[config.mk]
export PLATFORM = sky130hd
export DESIGN_NAME = usp_serial_port
export DESIGN_NICKNAME = d
export VERILOG_FILES = /design/src/rtl/usp_pkg.sv /design/src/rtl/usp_serial_port.sv /design/src/rtl/usp_async_rx.sv
export SDC_FILE = /design/constraint.sdc
export NUM_CORES = 1
export LEC_CHECK = 0
export BUFFER_PORTS_ARGS = -buffer_cell sky130_fd_sc_hd__buf_4
export CORE_ASPECT_RATIO = 1.2
export CORE_UTILIZATION = 59
export DETAILED_ROUTE_END_ITERATION = 6
export GPL_ROUTABILITY_DRIVEN = 1
export PLACE_DENSITY = 0.88
export SLEW_MARGIN = 20
export SYNTH_ARGS = -nofsm -noshare
export SYNTH_HDL_FRONTEND = slang
export SYNTH_HIERARCHICAL = 1
export SYNTH_SLANG_ARGS = --single-unit
[constraint.sdc]
create_clock -name clk_i -period 2.8 [get_ports clk_i]
set_input_delay 0.56 -clock clk_i [delete_from_list [all_inputs] [get_ports clk_i]]
set_output_delay 0.56 -clock clk_i [all_outputs]
set_load 0.01 [all_outputs]
[src/rtl/usp_pkg.sv]
// usp_pkg: constants and types shared by the serial port design files.
// assumes one core clock; the register port uses byte addresses of the special function space.
package usp_pkg;

    // ****************************************
    // register addresses and reset values
    // ****************************************
    localparam logic [7:0] SERIAL_CONTROL_ADDR  = 8'h98;
    localparam logic [7:0] SERIAL_BUFFER_ADDR  = 8'h99;
    localparam logic [7:0] SERIAL_CONTROL_RESET = 8'h00;
    localparam logic [7:0] RDATA_NONE = 8'h00;

    // ****************************************
    // serial_control field positions
    // ****************************************
    localparam int SC_MODE_LOW  = 7;
    localparam int SC_MODE_HIGH = 6;
    localparam int SC_MP        = 5;
    localparam int SC_REN       = 4;
    localparam int SC_TB8       = 3;
    localparam int SC_RB8       = 2;
    localparam int SC_TI        = 1;
    localparam int SC_RI        = 0;

    // ****************************************
    // modes, frame lengths, timing counts
    // ****************************************
    localparam logic [1:0] MODE_SHIFT  = 2'h0;
    localparam logic [1:0] MODE_UART8  = 2'h1;
    localparam logic [1:0] MODE_UART9F = 2'h2;
    localparam logic [1:0] MODE_UART9T = 2'h3;
    localparam logic [3:0] SYNC_BITS   = 4'h8;
    localparam logic [3:0] FRAME_BITS8 = 4'hA;
    localparam logic [3:0] FRAME_BITS9 = 4'hB;
    localparam logic [3:0] DATA_BITS8  = 4'h8;
    localparam logic [3:0] DATA_BITS9  = 4'h9;
    localparam logic [3:0] OS_LAST     = 4'hF;
    localparam logic [3:0] OS_MID      = 4'h7;

    // ****************************************
    // state types
    // ****************************************
    typedef enum logic [3:0] {
        ln_idle     = 4'b0001,
        ln_tx_async = 4'b0010,
        ln_sync_tx  = 4'b0100,
        ln_sync_rx  = 4'b1000
    } usp_line_t;

    typedef enum logic [3:0] {
        rx_idle  = 4'b0001,
        rx_start = 4'b0010,
        rx_data  = 4'b0100,
        rx_stop  = 4'b1000
    } usp_rx_t;

endpackage

[src/rtl/usp_serial_port.sv]
// usp_serial_port: full-duplex serial port with shift-register and asynchronous modes.
// assumes a same-clock register port, a same-clock timer overflow tick, pins from outside.
`timescale 1ns/100ps
`default_nettype none
module usp_serial_port (
    // clock, reset, enable
    input  wire logic       clk_i,
    input  wire logic       reset_i,
    input  wire logic       ce_i,
    // special function register port
    input  wire logic [7:0] sfr_addr_i,
    input  wire logic       sfr_wr_i,
    input  wire logic       sfr_rd_i,
    input  wire logic [7:0] sfr_wdata_i,
    output logic [7:0]      sfr_rdata_o,
    // rate sources and options
    input  wire logic       baud_tick_i,
    input  wire logic       double_rate_i,
    input  wire logic       frame_error_access_select_i,
    // serial pins
    input  wire logic       rxd_i,
    output logic            rxd_o,
    output logic            rxd_oe_n_o,
    output logic            txd_o,
    // interrupt request
    output logic            serial_irq_o
);
    logic [1:0]         mode;
    logic               mp, ren, tb8, rb8, ti, ri, fe;
    logic [7:0]         rx_hold;
    logic               rxd_meta, rxd_sync;
    logic               div_phase, os_tick;
    usp_pkg::usp_line_t state;
    logic [10:0]        tx_shift;
    logic [3:0]         bit_left;
    logic [3:0]         os_cnt;
    logic               ph;
    logic [7:0]         m0_shift;
    logic               wr_serial_control, wr_serial_buffer, fes;
    logic               tx_fin, m0_rx_fin, m0_rx_go;
    logic               a_done, a_ninth, a_stop;
    logic [7:0]         a_data;
    logic               rx_done, rx_pass, rx_accept, rx_ninth_new;
    logic [7:0]         rx_byte;

    // ****************************************
    // register decode
    // ****************************************
    assign wr_serial_control = ce_i && sfr_wr_i && (sfr_addr_i == usp_pkg::SERIAL_CONTROL_ADDR);
    assign wr_serial_buffer = ce_i && sfr_wr_i && (sfr_addr_i == usp_pkg::SERIAL_BUFFER_ADDR);
    assign fes     = frame_error_access_select_i;

    // ****************************************
    // pin synchroniser and sample tick
    // ****************************************
    always_ff @(posedge clk_i) begin
        if (reset_i) begin
            rxd_meta <= 1'b1;
            rxd_sync <= 1'b1;
        end else if (ce_i) begin
            rxd_meta <= rxd_i;
            rxd_sync <= rxd_meta;
        end
    end

    always_ff @(posedge clk_i) begin
        if (reset_i) begin
            div_phase <= 1'b0;
        end else if (ce_i) begin
            div_phase <= ~div_phase;
        end
    end

    // timer tick for modes 1 and 3
    assign os_tick = (mode == usp_pkg::MODE_UART9F) ? (double_rate_i || div_phase) : baud_tick_i;

    // ****************************************
    // line engine: async transmit and mode 0
    // ****************************************
    // mode 0 receive start condition
    assign m0_rx_go  = (mode == usp_pkg::MODE_SHIFT) && ren && !ri && !wr_serial_buffer;
    assign tx_fin    = ce_i && (((state == usp_pkg::ln_tx_async) && os_tick &&
                       (os_cnt == usp_pkg::OS_LAST) && (bit_left == 4'h1)) ||
                       ((state == usp_pkg::ln_sync_tx) && ph && (bit_left == 4'h1)));
    assign m0_rx_fin = ce_i && (state == usp_pkg::ln_sync_rx) && ph && (bit_left == 4'h1);
    assign rxd_oe_n_o = (state != usp_pkg::ln_sync_tx);

    always_ff @(posedge clk_i) begin
        if (reset_i) begin
            state    <= usp_pkg::ln_idle;
            tx_shift <= 11'h7FF;
            bit_left <= 4'h0;
            os_cnt   <= 4'h0;
            ph       <= 1'b0;
            m0_shift <= 8'h00;
            txd_o    <= 1'b1;
            rxd_o    <= 1'b1;
        end else if (ce_i) begin
            if (wr_serial_buffer && (state == usp_pkg::ln_idle || state == usp_pkg::ln_sync_rx)) begin
                ph     <= 1'b0;
                os_cnt <= 4'h0;
                txd_o  <= 1'b1;
                if (mode == usp_pkg::MODE_SHIFT) begin
                    tx_shift <= {3'h7, sfr_wdata_i};
                    bit_left <= usp_pkg::SYNC_BITS;
                    state    <= usp_pkg::ln_sync_tx;
                end else if (mode == usp_pkg::MODE_UART8) begin
                    tx_shift <= {2'h3, sfr_wdata_i, 1'b0};
                    bit_left <= usp_pkg::FRAME_BITS8;
                    state    <= usp_pkg::ln_tx_async;
                end else begin
                    tx_shift <= {1'b1, tb8, sfr_wdata_i, 1'b0};
                    bit_left <= usp_pkg::FRAME_BITS9;
                    state    <= usp_pkg::ln_tx_async;
                end
            end else begin
                case (state)
                    usp_pkg::ln_idle: begin
                        txd_o <= 1'b1;
                        rxd_o <= 1'b1;
                        ph    <= 1'b0;
                        if (m0_rx_go) begin
                            bit_left <= usp_pkg::SYNC_BITS;
                            state    <= usp_pkg::ln_sync_rx;
                        end
                    end
                    usp_pkg::ln_tx_async: begin
                        if (os_tick) begin
                            os_cnt <= os_cnt + 4'h1;
                            if (os_cnt == 4'h0) begin
                                txd_o    <= tx_shift[0];
                                tx_shift <= {1'b1, tx_shift[10:1]};
                            end else if (os_cnt == usp_pkg::OS_LAST) begin
                                bit_left <= bit_left - 4'h1;
                                if (bit_left == 4'h1) begin
                                    state <= usp_pkg::ln_idle;
                                end
                            end
                        end
                    end
                    usp_pkg::ln_sync_tx: begin
                        // two cycles per bit, lsb first
                        ph <= ~ph;
                        if (!ph) begin
                            txd_o    <= 1'b0;
                            rxd_o    <= tx_shift[0];
                            tx_shift <= {1'b1, tx_shift[10:1]};
                        end else begin
                            txd_o    <= 1'b1;
                            bit_left <= bit_left - 4'h1;
                            if (bit_left == 4'h1) begin
                                state <= usp_pkg::ln_idle;
                            end
                        end
                    end
                    usp_pkg::ln_sync_rx: begin
                        ph    <= ~ph;
                        txd_o <= ph;
                        if (ph) begin
                            m0_shift <= {rxd_sync, m0_shift[7:1]};
                            bit_left <= bit_left - 4'h1;
                            if (bit_left == 4'h1) begin
                                state <= usp_pkg::ln_idle;
                            end
                        end
                    end
                    default: state <= usp_pkg::ln_idle;
                endcase
            end
        end
    end

    // ****************************************
    // asynchronous receiver
    // ****************************************
    // receiver runs beside the transmitter
    usp_async_rx u_rx (
        .clk_i      (clk_i),
        .reset_i    (reset_i),
        .ce_i       (ce_i),
        .os_tick_i  (os_tick),
        .rx_en_i    (ren && (mode != usp_pkg::MODE_SHIFT)),
        .nine_bit_i (mode[1]),
        .rxd_i      (rxd_sync),
        .done_o     (a_done),
        .data_o     (a_data),
        .ninth_o    (a_ninth),
        .stop_o     (a_stop)
    );

    // ****************************************
    // receive acceptance and holding register
    // ****************************************
    assign rx_done      = m0_rx_fin || (ce_i && a_done);
    assign rx_byte      = m0_rx_fin ? {rxd_sync, m0_shift[7:1]} : a_data;
    assign rx_ninth_new = (mode == usp_pkg::MODE_UART8) ? a_stop : a_ninth;

    always_comb begin
        if (mode == usp_pkg::MODE_SHIFT) begin
            rx_pass = 1'b1;
        end else if (mode == usp_pkg::MODE_UART8) begin
            rx_pass = !mp || a_stop;
        end else begin
            rx_pass = !mp || a_ninth;
        end
    end

    assign rx_accept = rx_done && !ri && rx_pass;

    always_ff @(posedge clk_i) begin
        if (reset_i) begin
            rx_hold <= 8'h00;
        end else if (rx_accept) begin
            rx_hold <= rx_byte;
        end
    end

    // ****************************************
    // serial_control register
    // ****************************************
    always_ff @(posedge clk_i) begin
        if (reset_i) begin
            mode <= usp_pkg::SERIAL_CONTROL_RESET[usp_pkg::SC_MODE_LOW:usp_pkg::SC_MODE_HIGH];
            mp   <= usp_pkg::SERIAL_CONTROL_RESET[usp_pkg::SC_MP];
            ren  <= usp_pkg::SERIAL_CONTROL_RESET[usp_pkg::SC_REN];
            tb8  <= usp_pkg::SERIAL_CONTROL_RESET[usp_pkg::SC_TB8];
        end else if (wr_serial_control) begin
            mode <= {fes ? mode[1] : sfr_wdata_i[usp_pkg::SC_MODE_LOW],
                     sfr_wdata_i[usp_pkg::SC_MODE_HIGH]};
            mp   <= sfr_wdata_i[usp_pkg::SC_MP];
            ren  <= sfr_wdata_i[usp_pkg::SC_REN];
            tb8  <= sfr_wdata_i[usp_pkg::SC_TB8];
        end
    end

    // hardware set wins over software clear
    always_ff @(posedge clk_i) begin
        if (reset_i) begin
            ti  <= usp_pkg::SERIAL_CONTROL_RESET[usp_pkg::SC_TI];
            ri  <= usp_pkg::SERIAL_CONTROL_RESET[usp_pkg::SC_RI];
            rb8 <= usp_pkg::SERIAL_CONTROL_RESET[usp_pkg::SC_RB8];
            fe  <= 1'b0;
        end else if (ce_i) begin
            ti <= tx_fin || (wr_serial_control ? sfr_wdata_i[usp_pkg::SC_TI] : ti);
            ri <= rx_accept || (wr_serial_control ? sfr_wdata_i[usp_pkg::SC_RI] : ri);
            fe <= (a_done && !a_stop) || ((wr_serial_control && fes) ? sfr_wdata_i[usp_pkg::SC_MODE_LOW] : fe);
            if (rx_accept && (mode != usp_pkg::MODE_SHIFT)) begin
                rb8 <= rx_ninth_new;
            end else if (wr_serial_control) begin
                rb8 <= sfr_wdata_i[usp_pkg::SC_RB8];
            end
        end
    end

    // ****************************************
    // read data and interrupt
    // ****************************************
    always_ff @(posedge clk_i) begin
        if (reset_i) begin
            sfr_rdata_o <= usp_pkg::RDATA_NONE;
        end else if (ce_i && sfr_rd_i) begin
            if (sfr_addr_i == usp_pkg::SERIAL_CONTROL_ADDR) begin
                sfr_rdata_o <= {fes ? fe : mode[1], mode[0], mp, ren, tb8, rb8, ti, ri};
            end else if (sfr_addr_i == usp_pkg::SERIAL_BUFFER_ADDR) begin
                sfr_rdata_o <= rx_hold;
            end else begin
                sfr_rdata_o <= usp_pkg::RDATA_NONE;
            end
        end
    end

    assign serial_irq_o = ti || ri;
endmodule
`default_nettype wire

[src/rtl/usp_async_rx.sv]
// usp_async_rx: asynchronous receiver, 16 samples per bit, 8 or 9 data bits.
// assumes rxd_i already synchronised and os_tick_i a one-cycle pulse on clk_i.
`timescale 1ns/100ps
`default_nettype none
module usp_async_rx (
    // clock, reset, enable
    input  wire logic       clk_i,
    input  wire logic       reset_i,
    input  wire logic       ce_i,
    // control
    input  wire logic       os_tick_i,
    input  wire logic       rx_en_i,
    input  wire logic       nine_bit_i,
    input  wire logic       rxd_i,
    // received frame
    output logic            done_o,
    output logic [7:0]      data_o,
    output logic            ninth_o,
    output logic            stop_o
);
    usp_pkg::usp_rx_t state;
    logic [3:0]       os_cnt;
    logic [3:0]       bit_cnt;
    logic [8:0]       shift;
    logic             rxd_prev;

    // ****************************************
    // frame receiver
    // ****************************************
    always_ff @(posedge clk_i) begin
        if (reset_i) begin
            state    <= usp_pkg::rx_idle;
            os_cnt   <= 4'h0;
            bit_cnt  <= 4'h0;
            shift    <= 9'h000;
            rxd_prev <= 1'b1;
            done_o   <= 1'b0;
            data_o   <= 8'h00;
            ninth_o  <= 1'b0;
            stop_o   <= 1'b0;
        end else if (ce_i) begin
            done_o   <= 1'b0;
            rxd_prev <= rxd_i;
            case (state)
                usp_pkg::rx_idle: begin
                    os_cnt <= 4'h0;
                    if (rx_en_i && rxd_prev && !rxd_i) begin
                        state <= usp_pkg::rx_start;
                    end
                end
                usp_pkg::rx_start: begin
                    if (os_tick_i) begin
                        os_cnt <= os_cnt + 4'h1;
                        if (os_cnt == usp_pkg::OS_MID) begin
                            os_cnt  <= 4'h0;
                            bit_cnt <= nine_bit_i ? usp_pkg::DATA_BITS9 : usp_pkg::DATA_BITS8;
                            state   <= rxd_i ? usp_pkg::rx_idle : usp_pkg::rx_data;
                        end
                    end
                end
                usp_pkg::rx_data: begin
                    if (os_tick_i) begin
                        os_cnt <= os_cnt + 4'h1;
                        if (os_cnt == usp_pkg::OS_LAST) begin
                            shift   <= {rxd_i, shift[8:1]};
                            bit_cnt <= bit_cnt - 4'h1;
                            if (bit_cnt == 4'h1) begin
                                state <= usp_pkg::rx_stop;
                            end
                        end
                    end
                end
                usp_pkg::rx_stop: begin
                    if (os_tick_i) begin
                        os_cnt <= os_cnt + 4'h1;
                        if (os_cnt == usp_pkg::OS_LAST) begin
                            data_o  <= nine_bit_i ? shift[7:0] : shift[8:1];
                            ninth_o <= shift[8];
                            stop_o  <= rxd_i;
                            done_o  <= 1'b1;
                            state   <= usp_pkg::rx_idle;
                        end
                    end
                end
                default: state <= usp_pkg::rx_idle;
            endcase
        end
    end
endmodule
`default_nettype wire

==> results of run 1 <==
[state kept, by name, summed over array words and instances, names as in the netlist, 2 cells and up]
| name | count |
|---|---|
| m0_shift | 7 |
| u_rx/bit_cnt | 4 |
| u_rx/shift | 9 |
| os_cnt | 4 |
| u_rx/data_o | 8 |
| sfr_rdata_o | 8 |
| state | 4 |
| u_rx/state | 4 |
| rx_hold | 8 |
| mode | 2 |
| bit_left | 4 |
| tx_shift | 10 |
| u_rx/os_cnt | 4 |
[layout make-up]
type,count,area (sq um)
clock buffers,11,141
clock inverters,5,43.8
fillers,609,2670
inverters,18,67.6
multi-input cells,394,2750
flip-flops and latches,93,1860
well taps,95,119
repair buffers,54,405
[path summary, 6_finish.rpt]
kind / start / to / slack, ns / depth (start not counted)
min: rxd_i / rxd_meta$_SDFFE_PP1P_ / 0.41 / 3
min reg2reg: tx_shift[4]$_SDFFE_PP1P_ / tx_shift[4]$_SDFFE_PP1P_ / 0.48 / 1
max: mode[1]$_SDFFE_PP0P_ / u_rx/shift[5]$_SDFFE_PP0P_ / 0.17 / 6
max reg2reg: mode[1]$_SDFFE_PP0P_ / u_rx/shift[5]$_SDFFE_PP0P_ / 0.17 / 6
[routing by layer]
| metal | vias up | GRT usage, % | part of all wire [%] |
|---|---|---|---|
| met5 | - | 0 | 0 |
| met3 | 32 | 4.89 | 5.1 |
| li1 | 2061 | - | - |
| met4 | 0 | 16.9 | 3.8 |
| met1 | 2050 | 34.0 | 43 |
| met2 | 143 | 45.9 | 48 |
[worst max-delay path, delay by kind of cell (launching register included)]
family,cells,cell delay (ns)
AOI/OAI and AO/OA,1,0.33
muxes,1,0.29
and+or+nand+nor,4,1.48
DFF,1,0.40
[power by group through the flow]
stage,Clock (mW),Sequential [mW],Combinational [mW]
after CTS,0.868,1.37,0.250
after global placement,0,1.40,0.240
after detailed placement,0,1.40,0.248
final,0.849,1.37,0.254
after global routing,0.914,1.37,0.275
after floorplan,0,1.39,0.175
[synth_stat cells (all sizes together), types with 3 or more instances]
cell type   n
a211o       5
a211oi     30
a21bo       3
a21oi      26
a22oi      10
a311oi      7
a31oi       3
a32o        3
and2        7
and3        4
and4bb      3
buf        17
clkbuf     21
dfxtp      93
ha          7
inv        17
mux2        4
mux2i      47
nand2      40
nand2b      3
nand3      13
nand3b      3
nand4       3
nor2       71
nor3       11
nor3b       3
nor4b       6
o211ai      9
o21a        4
o21ai      12
or2         4
or4b        5
xnor2       3
xor2        6
[logic make-up after synthesis]
kind of cell	count (synthesis)	synth area share, %
xor gates and xnor gates	9	1.61
muxes	51	10.6
DFF	93	38.1
adders and majority gates	7	1.79
and+or+nand+nor	189	20.9
AOI/OAI and AO/OA	138	21.3
buffers and inverters	56	5.73
[through the flow]
| step | setup slack [ns] | utilization [%] | instance area, sq um | hold slack (ns) |
|---|---|---|---|---|
| floorplan | 0.470 | - | 4890 | 0.436 |
| global placement | 0.251 | 64.5 | 5200 | 0.445 |
| detailed placement | 0.147 | 64.5 | 5200 | 0.453 |
| CTS | 0.229 | 66.8 | 5390 | 0.396 |
| global route | 0.00999 | 66.8 | 5390 | 0.416 |
| finish | 0.173 | 66.8 | 5390 | 0.407 |
==> key figures, run 1 <==
Route
  – DR WL/cell: between 15 and 20 um
  – DRT Wirelength: approximately 12000 um
  – DR pass1 iterations: 4
  – Post-DRT Antenna Nets: 0
  – DRC errors left: 0
  – 1st-iter DRT viols: roughly 310
  – Via count: between 4000 and 5000
  – Vias per inst: 6.40

Setup path
  – Critical Path Slowest Stage Cell: nor3_2
  – Max FO, Critical Path: 12
  – Max stage delay on crit path: roughly 0.86 ns
  – Worst path required time: around 3 ns
  – Crit end category: flip-flop
  – Worst-path cell chain: nor2b_1 > o21a_1 > nand2_1 > nor3_2 > mux2i_1 > nor2_1
  – CP Class: reg2reg
  – CP startpoint kind: flip-flop
  – Critical Path AT: 2.87 ns

Synth
  – Post-synthesis async set-or-reset flop share: 0%
  – Leading register cell type out of synthesis: dfxtp_1
  – Synth unique cells: roughly 80
  – Synth Net Count: between 500 and 600
  – Post-Synthesis Cells: between 500 and 600
  – Synth area leaders: dfxtp_1 38%, mux2i_1 9.6%, nor2_1 5.4%
  – Synth top area share: 38.1%
  – Leading area contributor after synthesis: dfxtp_1
  – Number of synthesized register bits: a little over 90
  – Post-Syn Area per Cell: around 9 sq um
  – Synth warn: 6
  – Cell Area, Synth: around 5000 sq um
  – Post-synth EDFFs: 0
  – Post-synthesis sequential area ratio: about two fifths

Final layout
  – Most frequent cells in the layout: 93 x dfxtp_1, 70 x nor2_1, 54 x buf_4, 47 x mux2i_1, 40 x nand2_1
  – Final nets: about 600
  – Diodes inserted: 0
  – Non-Filler Instances: between 600 and 700
  – Area Overhead vs Synth: 10.2%
  – Share of layout cells above drive strength 1: approximately 17%
  – Most common cell after layout, fill and taps aside: dfxtp_1

Pwr
  – Power Total: about 2.5 mW
  – Cell internal pwr: 1.81 mW
  – Clock Power Share: ~34%
  – Pwr Density: ~460 nW/um^2
  – Worst vdd ir: 244 uV
  – Reg power frac: between 50% and 60%
  – Comb pwr share: between 10% and 20%
  – Net Sw Frac: 26.9%
  – Leak Pwr: approximately 2.1 nW
  – Switching Power: ~0.66 mW

Job
  – Max-cap viol count: 0

STA
  – Fin crit share: 93.8%
  – Worst Skew: 0.00782 ns
  – Maximum clock rate: about 380 MHz
  – RSZ-0062 raised after global routing: false
  – Final slew viol count: 0
  – Setup TNS Final: 0 ns
  – Actual slew at the worst max-slew pin: 1.03 ns
  – Setup-failing EPs final: 0
  – Slew headroom: 30.7%
  – Final hold violations: 0
  – Final min period: between 2 and 3 ns

Floorplan
  – Die footprint: 8660 sq um
  – Chip Height: a little over 100 um
  – Die Wd: 85.1 um
  – IO Count: 37
  – Starting Density: between 60 and 70%
  – Core outline area: between 8000 and 9000 sq um
  – FP Rows: 36

Hold path
  – Hold WC Path Type: in2reg

GRT
  – Antenna violations before repair: 0
  – Largest net degree at the start of global routing: 56
  – Vias in the first global route: 3964
  – Global-route wire length before repair: about 19000 um
  – Global route total overflow: 0
  – Total Routing Usage GR: approximately 28%

Clock network
  – Cts hold-fix bufs: 0
  – Worst-case clock buffer depth: 2
  – Clock Pin Slew Worst Setup and Hold Paths: about 0.09 ns
  – Clock sink total: slightly above 90
  – CTS resizes: 0
  – CTS tree: done
  – H-tree depth: 3
  – Post-CTS Setup Bufs: 0
  – Clk Tree Root Cell: clkbuf_8
  – Inserted Clock Buffers: 9
  – Worst-Skew Late Latency: 0.37 ns

Placed design
  – Post-DP HPWL: 8210 um
  – Global placement routability congestion: between 0.9 and 1
  – Port bufs: 36
  – Post-Place Cells: around 650

Run status
  – Status: finished, final reports clean
Power figures use the tool's default switching activity.
==> run 2: changes to the inputs <==
- MAX_ROUTING_LAYER: unset -> met4
==> key figures, run 2 (same netlist as run 1, synthesis figures left out) <==
Final layout
  – Final nets: 601 (was 602)
  – Top reg by flops: tx_shift (unchanged)
  – Share of layout cells above drive strength 1: 17.2% (about the same)
  – Non-Filler Instances: 669 (was 670)
  – Most common cell after layout, fill and taps aside: dfxtp_1 (unchanged)
  – Area Overhead vs Synth: 10.4% (was 10.2%)
  – Max reg flops: 10 (unchanged)
  – Most frequent cells in the layout: 93 x dfxtp_1, 70 x nor2_1, 53 x buf_4, 47 x mux2i_1, 40 x nand2_1 (was 93 x dfxtp_1, 70 x nor2_1, 54 x buf_4, 47 x mux2i_1, 40 x nand2_1)
  – Diodes inserted: 0 (unchanged)
  – Top flop regs: tx_shift: 10 flops, u_rx/shift: 9 flops (unchanged)
  – Layout fillers: 616 (was 609)

Clock network
  – Post-CTS Setup Bufs: 0 (unchanged)
  – Clk Tree Root Cell: clkbuf_8 (unchanged)
  – Worst-case clock buffer depth: 2 (unchanged)
  – Clock Pin Slew Worst Setup and Hold Paths: 0.10 ns (was 0.09 ns)
  – Worst-Skew Late Latency: 0.38 ns (was 0.37 ns)
  – Cts hold-fix bufs: 0 (unchanged)
  – Inserted Clock Buffers: 9 (unchanged)
  – CTS tree: done (unchanged)
  – Clock sink total: 93 (unchanged)
  – H-tree depth: 3 (unchanged)
  – CTS resizes: 0 (unchanged)

Placed design
  – Port bufs: 36 (unchanged)
  – Post-Place Cells: 653 (was 654)
  – Post-DP HPWL: 8140 um (was 8210 um)
  – Global placement routability congestion: 0.966 (was 0.974)

STA
  – RSZ-0062 raised after global routing: false (unchanged)
  – Slew headroom: 30.9% (was 30.7%)
  – Actual slew at the worst max-slew pin: 1.03 ns (about the same)
  – Setup-failing EPs final: 0 (unchanged)
  – Fin crit share: 92.6% (was 93.8%)
  – Final hold slack: 0.412 ns (was 0.407 ns)
  – Worst Skew: 0.0125 ns (was 0.00782 ns)
  – Maximum clock rate: 386 MHz (was 381 MHz)
  – Final slew viol count: 0 (unchanged)
  – Final min period: 2.59 ns (was 2.63 ns)
  – Final hold violations: 0 (unchanged)
  – Setup TNS Final: 0 ns (unchanged)

Setup path
  – WP buf/inv: 0 (unchanged)
  – Max stage delay on crit path: 0.88 ns (was 0.86 ns)
  – Stages on the worst setup path: 6 (unchanged)
  – Crit end category: flip-flop (unchanged)
  – CP startpoint kind: flip-flop (unchanged)
  – Critical Path Slowest Stage Cell: nor3_2 (unchanged)
  – Crit path from: mode[0]$_SDFFE_PP0N_ (was mode[1]$_SDFFE_PP0P_)
  – CP Class: reg2reg (unchanged)
  – Worst R2R Path Depth: 6 (unchanged)
  – Worst-path cell chain: or4b_2 > o21a_1 > nand2_1 > nor3_2 > mux2i_1 > nor2_1 (was nor2b_1 > o21a_1 > nand2_1 > nor3_2 > mux2i_1 > nor2_1)
  – Worst path required time: 3.04 ns (was 3.05 ns)
  – Delay-heaviest family, CP: simple AND/OR/NAND/NOR gates (unchanged)
  – Critical Path AT: 2.83 ns (was 2.87 ns)
  – R2r startpoint: mode[0]$_SDFFE_PP0N_ (was mode[1]$_SDFFE_PP0P_)
  – Max FO, Critical Path: 12 (unchanged)

Route
  – Vias per inst: 6.32 (was 6.40)
  – DRT Wirelength: 11400 um (was 11600 um)
  – Via count: 4225 (was 4286)
  – 1st-iter DRT viols: 331 (was 312)
  – DRC errors left: 0 (unchanged)
  – DR pass1 iterations: 5 (was 4)
  – DR WL/cell: 17.0 um (was 17.3 um)
  – Post-DRT Antenna Nets: 0 (unchanged)

Floorplan
  – Die Wd: 85.1 um (unchanged)
  – Chip Height: 102 um (unchanged)
  – Die footprint: 8660 sq um (unchanged)
  – FP Rows: 36 (unchanged)
  – Starting Density: 60.7% (unchanged)
  – IO Count: 37 (unchanged)
  – Core outline area: 8060 sq um (unchanged)

Pwr
  – Leak Pwr: 2.11 nW (about the same)
  – Worst vdd ir: 206 uV (was 244 uV)
  – Pwr Density: 472 nW/um^2 (was 459 nW/um^2)

Hold path
  – Worst hold start: rxd_i (unchanged)
  – Hold depth: 3 (unchanged)
  – Hold WC Path Type: in2reg (unchanged)

GRT
  – Vias in the first global route: 4023 (was 3964)
  – Total Routing Usage GR: 27.8% (about the same)
  – Antenna violations before repair: 0 (unchanged)
  – Global route total overflow: 0 (unchanged)
  – Global-route wire length before repair: 18600 um (was 19100 um)
  – Largest net degree at the start of global routing: 56 (unchanged)

Run status
  – Status: finished, final reports clean (unchanged)

Job
  – Max-cap viol count: 0 (unchanged)
## run 2: cell types whose count changed in the layout (fill, tap and decap cells not counted), sizes merged
cell      before  now
buf           54   53
bufinv         0    1
clkbuf        11   10
clkinv         5    3
clkinvlp       0    1
inv           18   19
## run 2: per-stage QoR
stage	total power [mW]	utilization [%]	setup WS [ns]	instance area, sq um
after floorplan	1.56	-	0.470	4890
after global placement	1.64	64.4	0.265	5200
after detailed placement	1.65	64.4	0.134	5200
after CTS	2.56	67.0	0.218	5400
after global routing	2.65	67.0	0.0177	5400
final	2.55	67.0	0.207	5400
## run 2: cell type report
class | count | area (sq um) | share of cell area, %
clock buffers | 10 | 138 | 2.55
clock inverters | 6 | 68.8 | 1.27
inverters | 18 | 67.6 | 1.25
multi-input cells | 394 | 2750 | 50.9
flip-flops and latches | 93 | 1860 | 34.5
well taps | 95 | 119 | 2.20
repair buffers | 53 | 398 | 7.36
## run 2: where the power goes
part | internal (mW) | switching, mW | leakage [nW]
clock network | 0.443 | 0.489 | 0.103
registers | 1.34 | 0.0285 | 0.752
logic | 0.108 | 0.140 | 1.26
total | 1.89 | 0.658 | 2.11
## run 2: worst paths after layout
check	to	slack (ns)
worst max-delay path	u_rx/shift[3]$_SDFFE_PP0P_	0.21
worst min-delay path	rxd_meta$_SDFFE_PP1P_	0.41
worst max register to register	u_rx/shift[3]$_SDFFE_PP0P_	0.21
worst min register to register	tx_shift[6]$_SDFFE_PP1P_	0.48
## run 2: layer usage
| layer | global-route usage [%] | wire, um | vias to the layer above |
|---|---|---|---|
| li1 | - | - | 2051 |
| met1 | 31.2 | 4900 | 2012 |
| met2 | 46.9 | 5520 | 131 |
| met3 | 4.97 | 575 | 31 |
| met4 | 15.5 | 361 | 0 |
| met5 | - | 0 | - |
## run 2: worst reg2reg max path, delay by kind of cell (launching register included)
family / cells / cell delay [ns]
DFF: 1 / 0.47
and+or+nand+nor: 4 / 1.41
AOI/OAI and AO/OA: 1 / 0.28
muxes: 1 / 0.30
==> run 3: changes to the inputs <==
==> constraint.sdc (replaced) <==
create_clock -name clk_i -period 2.8 [get_ports clk_i]
set_input_delay 0.14 -clock clk_i [delete_from_list [all_inputs] [get_ports clk_i]]
set_output_delay 0.14 -clock clk_i [all_outputs]
set_load 0.01 [all_outputs]
==> key figures, run 3 (same netlist as run 1, synthesis figures left out) <==
Final layout
  – Final nets: 597 (was 601)
  – Area Overhead vs Synth: 10.0% (was 10.4%)
  – Share of layout cells above drive strength 1: 16.5% (was 17.2%)
  – Most common cell after layout, fill and taps aside: dfxtp_1 (unchanged)
  – Non-Filler Instances: 665 (was 669)
  – Diodes inserted: 0 (unchanged)
  – Top reg by flops: tx_shift (unchanged)
  – Top flop regs: tx_shift: 10 flops, u_rx/shift: 9 flops (unchanged)
  – Most frequent cells in the layout: 93 x dfxtp_1, 70 x nor2_1, 48 x buf_4, 47 x mux2i_1, 40 x nand2_1 (was 93 x dfxtp_1, 70 x nor2_1, 53 x buf_4, 47 x mux2i_1, 40 x nand2_1)
  – Max reg flops: 10 (unchanged)

Clock network
  – Inserted Clock Buffers: 9 (unchanged)
  – CTS resizes: 0 (unchanged)
  – Post-CTS Setup Bufs: 0 (unchanged)
  – Clock sink total: 93 (unchanged)
  – CTS tree: done (unchanged)
  – Worst-case clock buffer depth: 2 (unchanged)
  – Clock Pin Slew Worst Setup and Hold Paths: 0.10 ns (about the same)
  – Worst-Skew Late Latency: 0.38 ns (about the same)
  – Clk Tree Root Cell: clkbuf_8 (unchanged)
  – H-tree depth: 3 (unchanged)

GRT
  – Largest net degree at the start of global routing: 56 (unchanged)
  – Antenna violations before repair: 0 (unchanged)
  – Vias in the first global route: 3930 (was 4023)
  – Total Routing Usage GR: 27.9% (was 27.8%)
  – Global route total overflow: 0 (unchanged)
  – Global-route wire length before repair: 18600 um (about the same)

STA
  – Final hold violations: 0 (unchanged)
  – Setup TNS Final: 0 ns (unchanged)
  – Fin crit share: 93.3% (was 92.6%)
  – Setup-failing EPs final: 0 (unchanged)
  – Actual slew at the worst max-slew pin: 1.01 ns (was 1.03 ns)
  – Final min period: 2.61 ns (was 2.59 ns)
  – Maximum clock rate: 383 MHz (was 386 MHz)
  – Final slew viol count: 0 (unchanged)
  – Worst Skew: 0.0155 ns (was 0.0125 ns)
  – RSZ-0062 raised after global routing: false (unchanged)
  – Slew headroom: 32.1% (was 30.9%)

Route
  – Post-DRT Antenna Nets: 0 (unchanged)
  – 1st-iter DRT viols: 292 (was 331)
  – DRT Wirelength: 11500 um (was 11400 um)
  – DR WL/cell: 17.3 um (was 17.0 um)
  – Vias per inst: 6.41 (was 6.32)
  – Via count: 4263 (was 4225)
  – DRC errors left: 0 (unchanged)
  – DR pass1 iterations: 6 (was 5)

Floorplan
  – Core outline area: 8060 sq um (unchanged)
  – Die Wd: 85.1 um (unchanged)
  – Die footprint: 8660 sq um (unchanged)
  – Chip Height: 102 um (unchanged)
  – Starting Density: 60.7% (unchanged)
  – FP Rows: 36 (unchanged)
  – IO Count: 37 (unchanged)

Setup path
  – CP startpoint kind: flip-flop (unchanged)
  – Max FO, Critical Path: 16 (was 12)
  – Worst path required time: 3.08 ns (was 3.04 ns)
  – Critical Path AT: 2.89 ns (was 2.83 ns)
  – Crit end category: flip-flop (unchanged)
  – CP Class: reg2reg (unchanged)

Placed design
  – Port bufs: 36 (unchanged)
  – Post-Place Cells: 648 (was 653)
  – Global placement routability congestion: 1.01 (was 0.966)
  – Post-DP HPWL: 8110 um (was 8140 um)

Job
  – Max-cap viol count: 0 (unchanged)

Pwr
  – Pwr Density: 482 nW/um^2 (was 472 nW/um^2)
  – Leak Pwr: 2.09 nW (was 2.11 nW)
  – Worst vdd ir: 225 uV (was 206 uV)

Run status
  – Status: finished, final reports clean (unchanged)

Hold path
  – Hold WC Path Type: in2reg (unchanged)
[run 3: cell types whose count changed in the layout (fill, tap and decap cells not counted), sizes merged]
| cell | previous run | this run |
|---|---|---|
| clkinv | 3 | 1 |
| inv | 19 | 21 |
| dlygate4sd3 | 0 | 1 |
| buf | 53 | 48 |
[run 3: path summary, 6_finish.rpt]
check        cells past startpoint                  endpoint                     start  slack, ns
min reg2reg                      1  tx_shift[6]$_SDFFE_PP1P_  tx_shift[6]$_SDFFE_PP1P_       0.47
min                              3          tb8$_SDFFE_PP0N_            sfr_wdata_i[3]       0.04
max                              8   rx_hold[7]$_SDFFE_PP0P_  bit_left[1]$_SDFFE_PP0P_       0.19
max reg2reg                      8   rx_hold[7]$_SDFFE_PP0P_  bit_left[1]$_SDFFE_PP0P_       0.19
[run 3: metrics by stage]
step | hold slack [ns] | util, % | power [mW] | cell area, sq um | setup WS (ns)
finish | 0.0391 | 66.7 | 2.59 | 5380 | 0.187
global route | 0.0336 | 66.7 | 2.69 | 5380 | 0.00997
CTS | 0.0284 | 66.7 | 2.60 | 5380 | 0.203
detailed placement | 0.364 | 64.0 | 1.65 | 5160 | 0.234
global placement | 0.362 | 64.0 | 1.64 | 5160 | 0.398
floorplan | 0.268 | - | 1.56 | 4890 | 0.602
[run 3: cell type report]
| type | instances | area, sq um |
|---|---|---|
| Fill cell | 627 | 2680 |
| Sequential cell | 93 | 1860 |
| Clock buffer | 10 | 138 |
| Timing Repair Buffer | 49 | 370 |
| Inverter | 18 | 67.6 |
| Clock inverter | 6 | 75.1 |
| Multi-Input combinational cell | 394 | 2750 |
| Tap cell | 95 | 119 |
[run 3: power breakdown]
part	leakage [nW]	switching (mW)	total [mW]	internal (mW)
combinational	1.24	0.139	0.249	0.110
clock	0.106	0.517	0.970	0.453
sequential	0.752	0.0324	1.37	1.34
total	2.09	0.688	2.59	1.91
[run 3: repair_timing]
item	CTS	global route
hold endpoints to repair	1	0
endpoints found under the setup margin	0	5
hold buffers	1	0
[run 3: worst max-delay path: stages (launching register included)]
cell      delay (ns)
dfxtp_1         0.34
inv_1           0.09
ha_1            0.16
nor3b_1         0.40
or4b_1          0.57
a221oi_4        0.35
buf_4           0.27
nor2_1          0.06
a211oi_1        0.26
[run 3: layer usage]
layer	track usage (%)	wire length (um)	up-vias
met5	-	0	-
met4	12.6	336	0
met3	6.03	682	34
met2	46.4	5720	143
met1	32.4	4740	2049
li1	-	-	2037
